## src/qstat_pkg.sv

```systemverilog
// shared constants for the questionable and user status register sets
package qstat_pkg;
  // ----------------------------------------------------------------
  // widths and reset values
  // ----------------------------------------------------------------
  localparam int REG_W = 15;
  localparam int ADDR_W = 8;
  localparam logic [14:0] RST_ZERO = 15'h0000;
  // ----------------------------------------------------------------
  // byte offsets
  // ----------------------------------------------------------------
  localparam logic [7:0] OFS_QD_PTR = 8'h00;
  localparam logic [7:0] OFS_QD_NTR = 8'h04;
  localparam logic [7:0] OFS_QD_COND = 8'h08;
  localparam logic [7:0] OFS_QD_EVENT = 8'h0c;
  localparam logic [7:0] OFS_QP_COND = 8'h10;
  localparam logic [7:0] OFS_QP_ENABLE = 8'h14;
  localparam logic [7:0] OFS_QP_EVENT = 8'h18;
  localparam logic [7:0] OFS_QP_PTR = 8'h1c;
  localparam logic [7:0] OFS_QP_NTR = 8'h20;
  localparam logic [7:0] OFS_USR_ENABLE = 8'h24;
  localparam logic [7:0] OFS_USR_EVENT = 8'h28;
  localparam logic [7:0] OFS_USR_PULSE = 8'h2c;
  // ----------------------------------------------------------------
  // write data fields: bound keyword select
  // ----------------------------------------------------------------
  localparam int BOUND_FLAG_BIT = 31;
  localparam int BOUND_MAX_BIT = 30;
endpackage

```

## src/qstat_regs.sv

```systemverilog
// apb register bank for questionable data, questionable power and user status sets
//
// Our own choices: the register addresses and the APB register port.
`timescale 1ns/100ps

module qstat_regs #(
  parameter int W = qstat_pkg::REG_W
) (
  input wire logic core_clk,
  input wire logic sys_rst,
  input wire logic psel,
  input wire logic penable,
  input wire logic pwrite,
  input wire logic [qstat_pkg::ADDR_W-1:0] paddr,
  input wire logic [31:0] pwdata,
  output logic [31:0] prdata,
  output logic pready,
  output logic pslverr,
  input wire logic [W-1:0] qdata_cond_in,
  input wire logic [W-1:0] qpow_cond_in,
  input wire logic preset,
  output logic [W-1:0] user_cond,
  output logic qpow_summary,
  output logic user_summary
);

  // ----------------------------------------------------------------
  // elaboration checks
  // ----------------------------------------------------------------
  // keyword bits must sit above the value field, or numbers would alias them
  if (W < 1 || W > qstat_pkg::BOUND_MAX_BIT) begin : g_bad_width
    $error("qstat_regs: W must lie in 1..30");
  end
  // every offset of the map must fit the address port
  if (qstat_pkg::ADDR_W < 6) begin : g_bad_addr
    $error("qstat_regs: address port too narrow for the register map");
  end

  localparam logic [W-1:0] VAL_MAX = {W{1'b1}};
  localparam logic [W-1:0] VAL_MIN = '0;
  // reset value cut or widened to the register width on purpose
  localparam logic [W-1:0] RST_VAL = W'(qstat_pkg::RST_ZERO);

  // ----------------------------------------------------------------
  // helpers
  // ----------------------------------------------------------------
  // plain value or keyword substitution
  function automatic logic [W-1:0] set_value(input logic [31:0] wd);
    logic [W-1:0] v;
    v = wd[W-1:0];
    if (wd[qstat_pkg::BOUND_FLAG_BIT]) begin
      v = wd[qstat_pkg::BOUND_MAX_BIT] ? VAL_MAX : VAL_MIN;
    end
    return v;
  endfunction

  // numbers beyond the legal range are refused, keywords never are
  function automatic logic value_ok(input logic [31:0] wd);
    logic ok;
    ok = wd[qstat_pkg::BOUND_FLAG_BIT] || (wd[31:W] == '0);
    return ok;
  endfunction

  // events from filtered transitions
  function automatic logic [W-1:0] edge_events(input logic [W-1:0] now, input logic [W-1:0] prev,
                                               input logic [W-1:0] ptr, input logic [W-1:0] ntr);
    logic [W-1:0] rise;
    logic [W-1:0] fall;
    logic [W-1:0] e;
    rise = now & ~prev & ptr;
    fall = ~now & prev & ntr;
    e = rise | fall;
    return e;
  endfunction

  // read-clear keeps any bit that was not in the reported word
  function automatic logic [W-1:0] read_clear(input logic [W-1:0] evt, input logic sel,
                                              input logic [W-1:0] seen);
    logic [W-1:0] r;
    r = sel ? (evt & ~seen) : evt;
    return r;
  endfunction

  // ----------------------------------------------------------------
  // condition input synchronisers
  // ----------------------------------------------------------------
  // a change counts only once stages two and three agree
  // the accepted value sits in the fourth flop, the one before it in the fifth
  logic [W-1:0] qd_s1_q, qd_s2_q, qd_s3_q, qd_cond_q, qd_prev_q;
  logic [W-1:0] qp_s1_q, qp_s2_q, qp_s3_q, qp_cond_q, qp_prev_q;
  logic [W-1:0] qd_cond_d, qp_cond_d;

  always_comb begin
    qd_cond_d = (qd_s2_q == qd_s3_q) ? qd_s3_q : qd_cond_q;
    qp_cond_d = (qp_s2_q == qp_s3_q) ? qp_s3_q : qp_cond_q;
  end

  always_ff @(posedge core_clk) begin
    if (sys_rst) begin
      qd_s1_q <= '0;
      qd_s2_q <= '0;
      qd_s3_q <= '0;
      qd_cond_q <= '0;
      qd_prev_q <= '0;
      qp_s1_q <= '0;
      qp_s2_q <= '0;
      qp_s3_q <= '0;
      qp_cond_q <= '0;
      qp_prev_q <= '0;
    end else begin
      qd_s1_q <= qdata_cond_in;
      qd_s2_q <= qd_s1_q;
      qd_s3_q <= qd_s2_q;
      qd_cond_q <= qd_cond_d;
      qd_prev_q <= qd_cond_q;
      qp_s1_q <= qpow_cond_in;
      qp_s2_q <= qp_s1_q;
      qp_s3_q <= qp_s2_q;
      qp_cond_q <= qp_cond_d;
      qp_prev_q <= qp_cond_q;
    end
  end

  // ----------------------------------------------------------------
  // apb handshake
  // ----------------------------------------------------------------
  // one wait state so read data and error come from flip-flops
  logic ready_q, ready_d;
  logic [31:0] rdata_q, rdata_d;
  logic err_q, err_d;
  logic wr_done, rd_done;
  logic hit;
  logic [W-1:0] rd_val;

  // ----------------------------------------------------------------
  // register state
  // ----------------------------------------------------------------
  logic [W-1:0] qd_ptr_q, qd_ntr_q, qd_evt_q;
  logic [W-1:0] qp_en_q, qp_ptr_q, qp_ntr_q, qp_evt_q;
  logic [W-1:0] usr_en_q, usr_evt_q, usr_cond_q;
  logic [W-1:0] qd_ptr_d, qd_ntr_d, qd_evt_d;
  logic [W-1:0] qp_en_d, qp_ptr_d, qp_ntr_d, qp_evt_d;
  logic [W-1:0] usr_en_d, usr_evt_d, usr_cond_d;
  logic [W-1:0] wval;
  logic wok;

  // ----------------------------------------------------------------
  // transfer completion
  // ----------------------------------------------------------------
  assign wr_done = psel && penable && ready_q && pwrite;
  assign rd_done = psel && penable && ready_q && !pwrite;

  // ----------------------------------------------------------------
  // read data decode
  // ----------------------------------------------------------------
  always_comb begin
    hit = 1'b1;
    rd_val = '0;
    case (paddr)
      qstat_pkg::OFS_QD_PTR: rd_val = qd_ptr_q;
      qstat_pkg::OFS_QD_NTR: rd_val = qd_ntr_q;
      qstat_pkg::OFS_QD_COND: rd_val = qd_cond_q;
      qstat_pkg::OFS_QD_EVENT: rd_val = qd_evt_q;
      qstat_pkg::OFS_QP_COND: rd_val = qp_cond_q;
      qstat_pkg::OFS_QP_ENABLE: rd_val = qp_en_q;
      qstat_pkg::OFS_QP_EVENT: rd_val = qp_evt_q;
      qstat_pkg::OFS_QP_PTR: rd_val = qp_ptr_q;
      qstat_pkg::OFS_QP_NTR: rd_val = qp_ntr_q;
      qstat_pkg::OFS_USR_ENABLE: rd_val = usr_en_q;
      qstat_pkg::OFS_USR_EVENT: rd_val = usr_evt_q;
      qstat_pkg::OFS_USR_PULSE: rd_val = '0;
      default: hit = 1'b0;
    endcase
    wval = set_value(pwdata);
    wok = value_ok(pwdata);
  end

  always_comb begin
    ready_d = 1'b0;
    rdata_d = rdata_q;
    err_d = err_q;
    if (psel && penable && !ready_q) begin
      ready_d = 1'b1;
      rdata_d = pwrite ? 32'h0000_0000 : {{(32 - W){1'b0}}, rd_val};
      err_d = !hit || (pwrite && !wok);
    end
  end

  always_ff @(posedge core_clk) begin
    if (sys_rst) begin
      ready_q <= 1'b0;
      rdata_q <= 32'h0000_0000;
      err_q <= 1'b0;
    end else begin
      ready_q <= ready_d;
      rdata_q <= rdata_d;
      err_q <= err_d;
    end
  end

  assign pready = ready_q;
  assign prdata = rdata_q;
  assign pslverr = ready_q && err_q;

  // ----------------------------------------------------------------
  // register updates
  // ----------------------------------------------------------------
  // read-clear drops only the bits that were reported, so an event
  // arriving between capture and completion survives
  always_comb begin
    logic wr_ok;
    logic [W-1:0] seen;
    logic [W-1:0] usr_set;
    // a refused write leaves every register as it was
    wr_ok = wr_done && !err_q;
    seen = rdata_q[W-1:0];
    // user set has no filters: the rising edge of a pulse latches
    usr_set = usr_cond_q;
    qd_ptr_d = qd_ptr_q;
    qd_ntr_d = qd_ntr_q;
    qp_en_d = qp_en_q;
    qp_ptr_d = qp_ptr_q;
    qp_ntr_d = qp_ntr_q;
    usr_en_d = usr_en_q;
    usr_cond_d = '0;
    qd_evt_d = qd_evt_q;
    qp_evt_d = qp_evt_q;
    usr_evt_d = usr_evt_q;
    if (wr_ok) begin
      case (paddr)
        qstat_pkg::OFS_QD_PTR: qd_ptr_d = wval;
        qstat_pkg::OFS_QD_NTR: qd_ntr_d = wval;
        qstat_pkg::OFS_QP_ENABLE: qp_en_d = wval;
        qstat_pkg::OFS_QP_PTR: qp_ptr_d = wval;
        qstat_pkg::OFS_QP_NTR: qp_ntr_d = wval;
        qstat_pkg::OFS_USR_ENABLE: usr_en_d = wval;
        qstat_pkg::OFS_USR_PULSE: usr_cond_d = wval;
        default: usr_cond_d = '0;
      endcase
    end
    qd_evt_d = read_clear(qd_evt_d, rd_done && paddr == qstat_pkg::OFS_QD_EVENT, seen);
    qp_evt_d = read_clear(qp_evt_d, rd_done && paddr == qstat_pkg::OFS_QP_EVENT, seen);
    usr_evt_d = read_clear(usr_evt_d, rd_done && paddr == qstat_pkg::OFS_USR_EVENT, seen);
    if (preset) begin
      // enables and filters deliberately untouched
      qd_evt_d = '0;
      qp_evt_d = '0;
      usr_evt_d = '0;
    end
    // set wins over any clear in the same cycle
    qd_evt_d = qd_evt_d | edge_events(qd_cond_q, qd_prev_q, qd_ptr_q, qd_ntr_q);
    qp_evt_d = qp_evt_d | edge_events(qp_cond_q, qp_prev_q, qp_ptr_q, qp_ntr_q);
    usr_evt_d = usr_evt_d | usr_set;
  end

  always_ff @(posedge core_clk) begin
    if (sys_rst) begin
      qd_ptr_q <= RST_VAL;
      qd_ntr_q <= RST_VAL;
      qd_evt_q <= RST_VAL;
      qp_en_q <= RST_VAL;
      qp_ptr_q <= RST_VAL;
      qp_ntr_q <= RST_VAL;
      qp_evt_q <= RST_VAL;
      usr_en_q <= RST_VAL;
      usr_evt_q <= RST_VAL;
      usr_cond_q <= RST_VAL;
    end else begin
      qd_ptr_q <= qd_ptr_d;
      qd_ntr_q <= qd_ntr_d;
      qd_evt_q <= qd_evt_d;
      qp_en_q <= qp_en_d;
      qp_ptr_q <= qp_ptr_d;
      qp_ntr_q <= qp_ntr_d;
      qp_evt_q <= qp_evt_d;
      usr_en_q <= usr_en_d;
      usr_evt_q <= usr_evt_d;
      usr_cond_q <= usr_cond_d;
    end
  end

  // ----------------------------------------------------------------
  // outputs
  // ----------------------------------------------------------------
  assign user_cond = usr_cond_q;
  assign qpow_summary = |(qp_evt_q & qp_en_q);
  assign user_summary = |(usr_evt_q & usr_en_q);

endmodule

```

## config.mk

```make
export PLATFORM = sky130hd
export DESIGN_NAME = qstat_regs
export DESIGN_NICKNAME = d
export VERILOG_FILES = /design/src/qstat_pkg.sv /design/src/qstat_regs.sv
export SDC_FILE = /design/constraint.sdc
export NUM_CORES = 1
export LEC_CHECK = 0
export BUFFER_PORTS_ARGS = -buffer_cell sky130_fd_sc_hd__buf_2
export CORE_AREA = 2 2 155 157
export DETAILED_ROUTE_END_ITERATION = 10
export DIE_AREA = 0 0 157 159
export PLACE_DENSITY = 0.81
export REMOVE_ABC_BUFFERS = 1
export SYNTH_ARGS = -nofsm -noshare
export SYNTH_HDL_FRONTEND = slang
export SYNTH_SLANG_ARGS = --single-unit
```

## constraint.sdc

```tcl
create_clock -name core_clk -period 2.6 [get_ports core_clk]
set_input_delay 0.52 -clock core_clk [delete_from_list [all_inputs] [get_ports core_clk]]
set_output_delay 0.52 -clock core_clk [all_outputs]
set_load 0.02 [all_outputs]
```

### Word-level counts from Yosys, hierarchy flattened

Cells that the tools add are included.

| cells by class | value |
|---|---|
| bitwise gates (word level) | 25 |
| muxes and demuxes | 12 |
| reductions and logical operators | 30 |
| equal/unequal tests | 13 |

Operators by type and width:

| operator | count |
|---|---|
| AND 15 bit | 13 |
| case mux 15 bit (11 select lines) | 1 |
| two-way mux 15 bit | 9 |
| inverter 15 bit | 5 |
| bitwise OR 15 bit | 5 |
| == test 8 x 5 -> 1 bit, second input constant | 4 |
| == test 8 x 6 -> 1 bit, second input constant | 4 |
| == test 15 bit | 2 |
| OR reduction 15 bit | 2 |
| logical NOT 17 bit | 1 |
| == test 8 x 4 -> 1 bit, second input constant | 2 |
| AND reduction 2 bit | 6 |
| OR reduction 12 bit | 1 |
| logical AND 1 bit | 11 |
| == test 8 x 3 -> 1 bit, second input constant | 1 |
| logical NOT 8 bit | 1 |
| logical NOT 1 bit | 5 |
| OR reduction 3 bit | 1 |
| logical OR 1 bit | 2 |
| two-way mux 1 bit | 2 |
| inverter 1 bit | 2 |

| word-level totals | value |
|---|---|
| output and inout port bits | 51 |
| register bits after elaboration | 334 |

### Logic depth before layout (Yosys ltp)

Gate-level depths: netlist (run 1).

| logic depth | value |
|---|---|
| depth after elaboration | 7 |
| depth in mapped cells | 8 |
| mapped depth without buffers | 4 |

### Worst setup path after synthesis (run 1)

No wires, ideal clock.

| path | value |
|---|---|
| path kind | input to register |
| start | in paddr[0] in the netlist's numbering |
| end | reg qd_ptr_q[10] |
| arrival | 2.179 ns |
| stages | 8 |
| setup time | 0.142 ns |
| slack | 0.279 ns |
| buffers on the path | 4 |
| data required time | 2.458 ns |
| cell sequence | buf_2 > or4_1 > buf_4 > or4_4 > buf_6 > buf_6 > nand2_2 > a21oi_2 |

| on the way | value |
|---|---|
| word-level cells in the longest chain between the ends | 2 |

RTL lines:

| what | line | RTL |
|---|---|---|
| from (decl) | qstat_regs.sv:14 | `input wire logic [qstat_pkg::ADDR_W-1:0] paddr,` |
| logical NOT 8 bit | qstat_regs.sv:230 | `case (paddr)` |
| AND reduction 2 bit (no source line) | - |  |
| to (signal assigned) | qstat_regs.sv:269 | `qd_ptr_q <= qd_ptr_d;` |
| to (decl) | qstat_regs.sv:138 | `logic [W-1:0] qd_ptr_q, qd_ntr_q, qd_evt_q;` |

Every way passes these cells.
A chain may end at the register's enable or synchronous reset.

### Worst setup path after layout (run 1)

| path | value |
|---|---|
| start | reg qp_evt_q[11] |
| end | out qpow_summary |

| on the way | value |
|---|---|
| word-level cells in the longest chain between the ends | 2 |

RTL lines:

| what | line | RTL |
|---|---|---|
| from (decl) | qstat_regs.sv:139 | `logic [W-1:0] qp_en_q, qp_ptr_q, qp_ntr_q, qp_evt_q;` |
| from (signal assigned) | qstat_regs.sv:275 | `qp_evt_q <= qp_evt_d;` |
| AND 15 bit | qstat_regs.sv:286 | `assign qpow_summary = \|(qp_evt_q & qp_en_q);` |
| OR reduction 15 bit | qstat_regs.sv:286 |  |
| to (decl) | qstat_regs.sv:23 | `output logic qpow_summary,` |

Every way passes these cells.

==> results of run 1 <==
[per-layer routing]
| metal | wire [um] | GRT usage |
|---|---|---|
| met5 | 0 | 0 |
| met2 | 18700 | 0.518 |
| met1 | 16500 | 0.414 |
| met4 | 2100 | 0.147 |
| met3 | 3450 | 0.0623 |
[cell type report]
class,instances,area (um^2)
Fill cell,1842,7500
Multi-Input combinational cell,968,6500
Sequential cell,317,6350
Timing Repair Buffer,178,1170
Clock buffer,48,995
Tap cell,319,399
Inverter,61,229
Clock inverter,8,50.0
[power by group through the flow]
stage | clock [mW] | sequential (mW) | combinational, mW
3_5_place_dp | 0 | 5.06 | 0.598
3_3_place_gp | 0 | 5.05 | 0.592
5_1_grt | 4.82 | 4.95 | 0.647
2_1_floorplan | 0 | 5.05 | 0.244
4_1_cts | 4.61 | 4.95 | 0.602
6_report | 4.57 | 4.95 | 0.615
[layout by cell type, fill, tap and decap left out, types with 13 or more instances in the layout]
master / synthesis / layout
o22a_1: 14 / 14
conb_1: 1 / 17
a21oi_1: 97 / 97
nor2_1: 52 / 52
nand3b_1: 39 / 39
a22o_1: 13 / 13
mux2i_1: 28 / 28
a21oi_2: 19 / 19
a211o_1: 31 / 31
nand2_2: 20 / 20
clkbuf_16: 0 / 35
nor2b_1: 170 / 170
mux2_2: 40 / 40
buf_4: 20 / 61
a21o_1: 19 / 19
inv_1: 61 / 61
dfxtp_1: 317 / 317
nand2_1: 145 / 145
a31oi_1: 24 / 24
a211oi_1: 33 / 33
xnor2_1: 30 / 30
buf_2: 23 / 108
a22oi_1: 27 / 27
[cells in the mapped netlist (all sizes together) (3+ instances only)]
library cell,count
a211oi,33
xnor2,30
mux2,40
a211o,31
clkbuf,62
nor4b,5
o2bb2ai,5
o32a,3
and3,5
nor2b,170
nand3,5
buf,56
a21oi,116
nand4,9
o21ai,17
nor4,20
a311oi,9
or4b,4
a22oi,27
o22ai,3
and2,3
inv,61
a31oi,24
a2bb2oi,7
a2111oi,4
or4,7
nor3,10
o31a,3
nand3b,39
a22o,13
a221oi,6
nand2,165
mux2i,28
dfxtp,317
a32o,3
o22a,14
a21o,19
nor2,53
a32oi,4
[path summary, 6_finish.rpt]
check                               start                   endpoint  slack [ns]  cells after the start
setup / recovery  qp_evt_q[11]$_SDFF_PP0_               qpow_summary        0.17                      4
hold / removal          qdata_cond_in[10]     qd_s1_q[10]$_SDFF_PP0_        0.22                      2
hold reg to reg     qp_s1_q[5]$_SDFF_PP0_      qp_s2_q[5]$_SDFF_PP0_        0.43                      1
setup reg to reg    qp_s3_q[9]$_SDFF_PP0_  qp_cond_q[9]$_SDFFE_PP0N_        0.67                      5
[worst max-delay path, cell delays in order, from the launching register on]
cell and delay, ns:
dfxtp_1 0.35, a222oi_1 0.48, and3_1 0.22, nand4_1 0.15, buf_2 0.21
[logic make-up after synthesis]
kind of cell | Yosys count
muxes | 70
other | 1
AOI/OAI and AO/OA | 350
buffers and inverters | 179
DFF | 317
xor gates and xnor gates | 30
and+or+nand+nor | 501
==> impl_metrics.ini, run 1 <==
[setup_path]
critPathRequiredTime_ns = 2.08
crit_type = reg -> out
crit_path_end_kind = output port
cp_max_fo = 3
critPathArrivalTime_ns = 1.91
start_kind = register

[timing]
fin_tns_setup_ns = 0
fmax_mhz = 412
layout_setup_ws_ns = 0.174
rsz0062_at_grt = false
worst_slew_pin_slew_ns = 0.652
setup_viol = 0
period_minus_slack_ns = 2.43
fin_hold_ws_ns = 0.221
maxSlewViolCount = 0
final_hold_viol_count = 0
fin_crit_sh = 0.933
fin_skew_ns = 0.0177
relSlewSlack = 0.566

[finish]
n_antenna_cell = 0
final_nets = 1636
final_layout_size_suffix_gt1_frac = 0.215
area.growth.synth_to_final_pct = 15.4
fin_area_um2 = 15700
utilization = 0.677
instances_no_fill = 1899

[synthesis]
syn_avg_cell_area_um2 = 9.40
yosysWarnings = 0
ys.flop_type = dfxtp_1
ys_seq_area_frac = 0.466
netlist.area_leader.share = 0.466
synth_adder_area_share = 0
synth_edf_count = 0
ys_ff_latch = 317
netlist_instances = 1448
synth_simple_gate_area_frac = 0.208
syn_area_um2 = 13600
synth_top_family_by_area = simple AND/OR/NAND/NOR gates
synth_top_cell_by_area = dfxtp_1
synth-async-reset-ratio = 0
synth_compound_area_frac = 0.186
synthDistinctLibCells = 68
synthMuxAreaShare = 0.0570
synthTopCellsByArea = dfxtp_1 (47%), nor2b_1 (7.8%), nand2_1 (4.0%), a21oi_1 (3.6%), mux2_2 (3.3%)
synth-xor-area-share = 0.0193

[placement]
post-place-cells = 1843
dpl-instance-area_um2 = 14600
preCtsSetupSlack_ns = 0.194
gp_congestion = 0.955
port_buffers = 109
dp_hpwl_um = 28600

[clocking]
post_cts_resized = 0
path_clk_slew_ns = 0.06
postCtsSetupRepairBufs = 0
cts_tree = done
cts_root_buf = clkbuf_16
numClockSinks = 317
h-tree-depth = 2
hold_buffers = 0
cts_buffer_depth = 3
cts_buffers = 34
clkLatencyLatePin_ns = 0.51

[floorplan]
die_w_um = 157
coreArea_um2 = 23200
io_pins = 127
row_count = 56
start_util = 0.587
fp.dieH_um = 159
die-area_um2 = 25000

[status]
status = finished, final reports clean

[grt]
grt_max_degree = 72
antenna_found_initial = 2
grt_pass1_wl_um = 61400
grt_pass1_vias = 10900
grt-ovfl-total = 0
grt_usage = 0.320

[pwr]
irDropWorstVdd_mv = 0.436
pwr-share-clk = 0.451
sequentialPowerShare = 0.489
switching_share = 0.230
p_comb_frac = 0.061
power.total_mw = 10.1
power.density_nw_per_um2 = 646
p_int_mw = 7.80
p_sw_mw = 2.33
p_leak_nw = 5.56

[worst_hold_path]
hold_path.class = in -> reg

[route]
detailroute.via_count = 11400
drc = 0
routedWlPerCell_um = 21.5
first_pass_iters = 6
drt-total-wl_um = 40800
drt_iter0_markers = 998
ant_nets = 0
avgViaCountPerCell = 6.01

[job]
drv_cap = 0
No activity file was read; power rests on OpenSTA's default activity.
==> inputs of run 2 (changes only) <==
==> constraint.sdc (replaced) <==
create_clock -name core_clk -period 2.6 [get_ports core_clk]
set_input_delay 0.39 -clock core_clk [delete_from_list [all_inputs] [get_ports core_clk]]
set_output_delay 0.39 -clock core_clk [all_outputs]
set_load 0.02 [all_outputs]
==> impl_metrics.ini, run 2 (synthesized netlist as in run 1, its figures left out) <==
[clocking]
numClockSinks = 317
cts_root_buf = clkbuf_16
h-tree-depth = 2
post_cts_resized = 0
hold_buffers = 0
cts_buffer_depth = 3
cts_tree = done
clkLatencyLatePin_ns = 0.51
path_clk_slew_ns = 0.06
postCtsSetupRepairBufs = 0
cts_buffers = 34

[worst_hold_path]
min_from = qpow_cond_in[2]
hold_depth = 2
whs_endpoint = qp_s1_q[2]$_SDFF_PP0_
hold_path.class = in -> reg

[setup_path]
cp_max_fo = 3
critPathArrivalTime_ns = 1.98
reg2reg_slack_ns = 0.72
r2r-start = err_q$_SDFFE_PP0P_
r2r-end = user_cond[0]$_SDFF_PP0_
crit_path_end_kind = output port
critPathRequiredTime_ns = 2.21
reg2reg_depth = 6
start_kind = register
crit_type = reg -> out

[floorplan]
die_w_um = 157
fp.dieH_um = 159
start_util = 0.587
io_pins = 127
coreArea_um2 = 23200
row_count = 56
die-area_um2 = 25000

[finish]
utilization = 0.680
area.growth.synth_to_final_pct = 15.9
final_nets = 1628
instances_no_fill = 1896
final_cell_mix = dfxtp_1 (317), nor2b_1 (169), nand2_1 (145), buf_2 (108), a21oi_1 (97)
fillers = 1819
multiInputGateArea_um2 = 6500
final_layout_size_suffix_gt1_frac = 0.214
ff_latch_area_um2 = 6350
n_antenna_cell = 0
layout_commonest_cell = dfxtp_1

[timing]
relSlewSlack = 0.445
final_hold_viol_count = 0
fin_skew_ns = 0.0172
layout_setup_ws_ns = 0.226
worst_slew_pin_slew_ns = 0.820
fmax_mhz = 421
fin_crit_sh = 0.913
maxSlewViolCount = 0
fin_tns_setup_ns = 0
period_minus_slack_ns = 2.37
setup_viol = 0
rsz0062_at_grt = false

[route]
avgViaCountPerCell = 6.08
first_pass_iters = 5
detailroute.via_count = 11500
ant_nets = 0
drt-total-wl_um = 40200
drc = 0
drt_iter0_markers = 1030
routedWlPerCell_um = 21.2

[placement]
post-place-cells = 1835
dp_hpwl_um = 27900
gp_congestion = 0.989
preCtsSetupSlack_ns = 0.273
port_buffers = 109

[job]
drv_cap = 0

[pwr]
power.total_mw = 10.7
power.density_nw_per_um2 = 676
irDropWorstVdd_mv = 0.536
p_leak_nw = 5.59

[grt]
antenna_found_initial = 1
grt_max_degree = 76
grt-ovfl-total = 0
grt_usage = 0.318
grt_pass1_wl_um = 61300
grt_pass1_vias = 11000

[status]
status = finished, final reports clean
-- run 2: cell types whose count changed in the layout (fill, tap and decap cells not counted) --
cell       before  now
buf_12          8    7
nor2b_1       170  169
buf_4          61   54
nor2b_2         0    1
clkbuf_8        7    6
clkinv_2        5    6
bufinv_16       0    5
-- run 2: layer usage --
metal,GRT usage,up-vias,share of wire
met5,0,-,0.00027
met4,0.158,2,0.050
met3,0.0599,137,0.087
met2,0.511,585,0.46
met1,0.410,5562,0.40
li1,-,5247,-
-- run 2: power by group --
| part | internal [mW] | total [mW] | switching (mW) |
|---|---|---|---|
| registers | 4.92 | 4.95 | 0.0293 |
| clock network | 3.14 | 5.11 | 1.97 |
| logic | 0.211 | 0.599 | 0.387 |
-- run 2: final cells by class --
| cell class | instances | share of cell area |
|---|---|---|
| Tap cell | 319 | 0.0253 |
| Timing Repair Buffer | 170 | 0.0698 |
| Sequential cell | 317 | 0.403 |
| Inverter | 61 | 0.0145 |
| Clock buffer | 47 | 0.0622 |
| Multi-Input combinational cell | 968 | 0.413 |
| Clock inverter | 14 | 0.0130 |
-- run 2: how the worst max path moves through the flow --
| stage | startpoint | endpoint | cells past startpoint |
|---|---|---|---|
| 6_report | qp_evt_q[11]$_SDFF_PP0_ | qpow_summary | 4 |
| 3_5_place_dp | paddr[1] | qp_ntr_q[4]$_SDFFE_PP0P_ | 7 |
| 5_1_grt | qp_evt_q[11]$_SDFF_PP0_ | qpow_summary | 4 |
| 3_3_place_gp | paddr[4] | prdata[1]$_SDFFE_PP0P_ | 7 |
| 4_1_cts | qp_evt_q[11]$_SDFF_PP0_ | qpow_summary | 4 |
| 2_1_floorplan | pready$_SDFF_PP0_ | qp_ntr_q[0]$_SDFFE_PP0P_ | 4 |
-- run 2: worst max-delay path, stage by stage, from the launching register on --
cell and delay (ns):
dfxtp_1 0.35, a222oi_1 0.52, and3_1 0.24, nand4_1 0.15
buf_2 0.21
-- run 2: per-stage QoR --
step / hold WS, ns / cell area [um^2]
detailed placement: 0.422 / 14600
global route: 0.0863 / 15800
floorplan: 0.414 / 13000
CTS: 0.0793 / 15800
global placement: 0.417 / 14600
finish: 0.0853 / 15800
==> inputs of run 3 (changes only) <==
- CELL_PAD_IN_SITES_DETAIL_PLACEMENT: unset -> 1
- CELL_PAD_IN_SITES_GLOBAL_PLACEMENT: unset -> 2
- CORE_AREA: 2 2 155 157 -> 2 2 195 197
- DIE_AREA: 0 0 157 159 -> 0 0 197 199
- PLACE_DENSITY: 0.81 -> 0.8
==> impl_metrics.ini, run 3 (synthesized netlist as in run 1, its figures left out) <==
[status]
status = finished, final reports clean

[clocking]
post_cts_resized = 0
clkLatencyLatePin_ns = 0.57
numClockSinks = 317
postCtsSetupRepairBufs = 0
cts_tree = done
cts_buffers = 37
hold_buffers = 0
cts_buffer_depth = 3
path_clk_slew_ns = 0.06
cts_root_buf = clkbuf_16
h-tree-depth = 2

[floorplan]
coreArea_um2 = 37100
fp.dieH_um = 199
die-area_um2 = 39200
die_w_um = 197
row_count = 71
start_util = 0.366
io_pins = 127

[finish]
n_antenna_cell = 0
final_cell_mix = dfxtp_1 (317), nor2b_1 (169), nand2_1 (145), buf_2 (108), a21oi_1 (97)
final_layout_size_suffix_gt1_frac = 0.217
area.growth.synth_to_final_pct = 17.9
layout_commonest_cell = dfxtp_1
final_nets = 1635

[timing]
rsz0062_at_grt = false
fin_hold_ws_ns = 0.0289
fin_tns_setup_ns = 0
final_hold_viol_count = 0
relSlewSlack = 0.589
fin_crit_sh = 0.987
layout_setup_ws_ns = 0.0347
maxSlewViolCount = 0
fin_skew_ns = 0.0232
worst_slew_pin_slew_ns = 0.612
setup_viol = 0
period_minus_slack_ns = 2.57
fmax_mhz = 390

[setup_path]
r2r-start = pready$_SDFF_PP0_
critPathRequiredTime_ns = 2.21
start_kind = register
critPathTopFamily = compound AO/OA/AOI/OAI gates
reg2reg_depth = 5
cp_max_fo = 3
cp_num_buf_inv = 1
slowest_delay_ns = 0.49
critPathArrivalTime_ns = 2.18
crit_type = reg -> out
cp.depth = 4
r2r-end = qp_evt_q[1]$_SDFF_PP0_
critPathSlowestCell = a221oi_1
path_cells = a22o_1, a221oi_1, nand4_1, buf_2
crit_path_end_kind = output port
reg2reg_slack_ns = 0.62

[grt]
grt_usage = 0.240
grt_pass1_wl_um = 70300
grt_pass1_vias = 11600
antenna_found_initial = 0
grt_max_degree = 60
grt-ovfl-total = 0

[placement]
dp_hpwl_um = 33400
gp_congestion = 0.909
port_buffers = 109
preCtsSetupSlack_ns = 0.281

[worst_hold_path]
whs_endpoint = qp_s1_q[7]$_SDFF_PP0_
hold_path.class = in -> reg
min_from = qpow_cond_in[7]
hold_depth = 2

[route]
routedWlPerCell_um = 22.7
ant_nets = 0
detailroute.via_count = 11300
drt_iter0_markers = 710
drc = 0
first_pass_iters = 5
avgViaCountPerCell = 5.50
drt-total-wl_um = 46600

[job]
drv_cap = 0

[pwr]
p_leak_nw = 5.61
irDropWorstVdd_mv = 0.360
power.density_nw_per_um2 = 668
-- run 3: cell types whose count changed in the layout (fill, tap and decap cells not counted), sizes merged --
| cell | change |
|---|---|
| clkbuf | +6 |
| bufinv | -4 |
| inv | +2 |
| buf | +4 |
| clkinvlp | +2 |
| clkinv | -4 |
-- run 3: final cells by class --
class                           count  area [um^2]
Fill cell                        4245        21100
Multi-Input combinational cell    968         6500
Sequential cell                   317         6350
Timing Repair Buffer              174         1170
Clock buffer                       53         1090
Tap cell                          474          593
Inverter                           61          229
Clock inverter                     10          109
-- run 3: worst max-delay path by stage --
stage | slack [ns] | from | to
2_1_floorplan | -0.27 | pready$_SDFF_PP0_ | qp_ntr_q[0]$_SDFFE_PP0P_
3_3_place_gp | 0.34 | paddr[1] | qd_ptr_q[1]$_SDFFE_PP0P_
3_5_place_dp | 0.28 | paddr[1] | qd_ptr_q[1]$_SDFFE_PP0P_
4_1_cts | 0.01 | usr_evt_q[12]$_SDFF_PP0_ | user_summary
5_1_grt | 0.03 | usr_evt_q[12]$_SDFF_PP0_ | user_summary
6_report | 0.03 | usr_evt_q[12]$_SDFF_PP0_ | user_summary
-- run 3: stage by stage --
stage | util | instance area, um^2 | power [mW] | std cells
after global placement | 0.400 | 14800 | 5.68 | 1994
after detailed placement | 0.400 | 14800 | 5.68 | 1994
after floorplan | - | 13000 | 5.29 | 1346
after global routing | 0.432 | 16000 | 11.1 | 2057
final | 0.432 | 16000 | 10.7 | 2057
after CTS | 0.432 | 16000 | 10.9 | 2057
-- run 3: metal layers --
layer | up-vias | global-route usage | share of wire
li1 | 5252 | - | -
met1 | 5611 | 0.307 | 0.44
met2 | 353 | 0.408 | 0.48
met3 | 95 | 0.0354 | 0.053
met4 | 0 | 0.0966 | 0.034
met5 | - | 0 | 0
-- run 3: report_power, final --
group          leakage (nW)  internal (mW)  switching, mW
logic                  2.46          0.218          0.406
registers              2.57           4.92         0.0304
clock network         0.580           3.02           2.12
total                  5.61           8.16           2.55
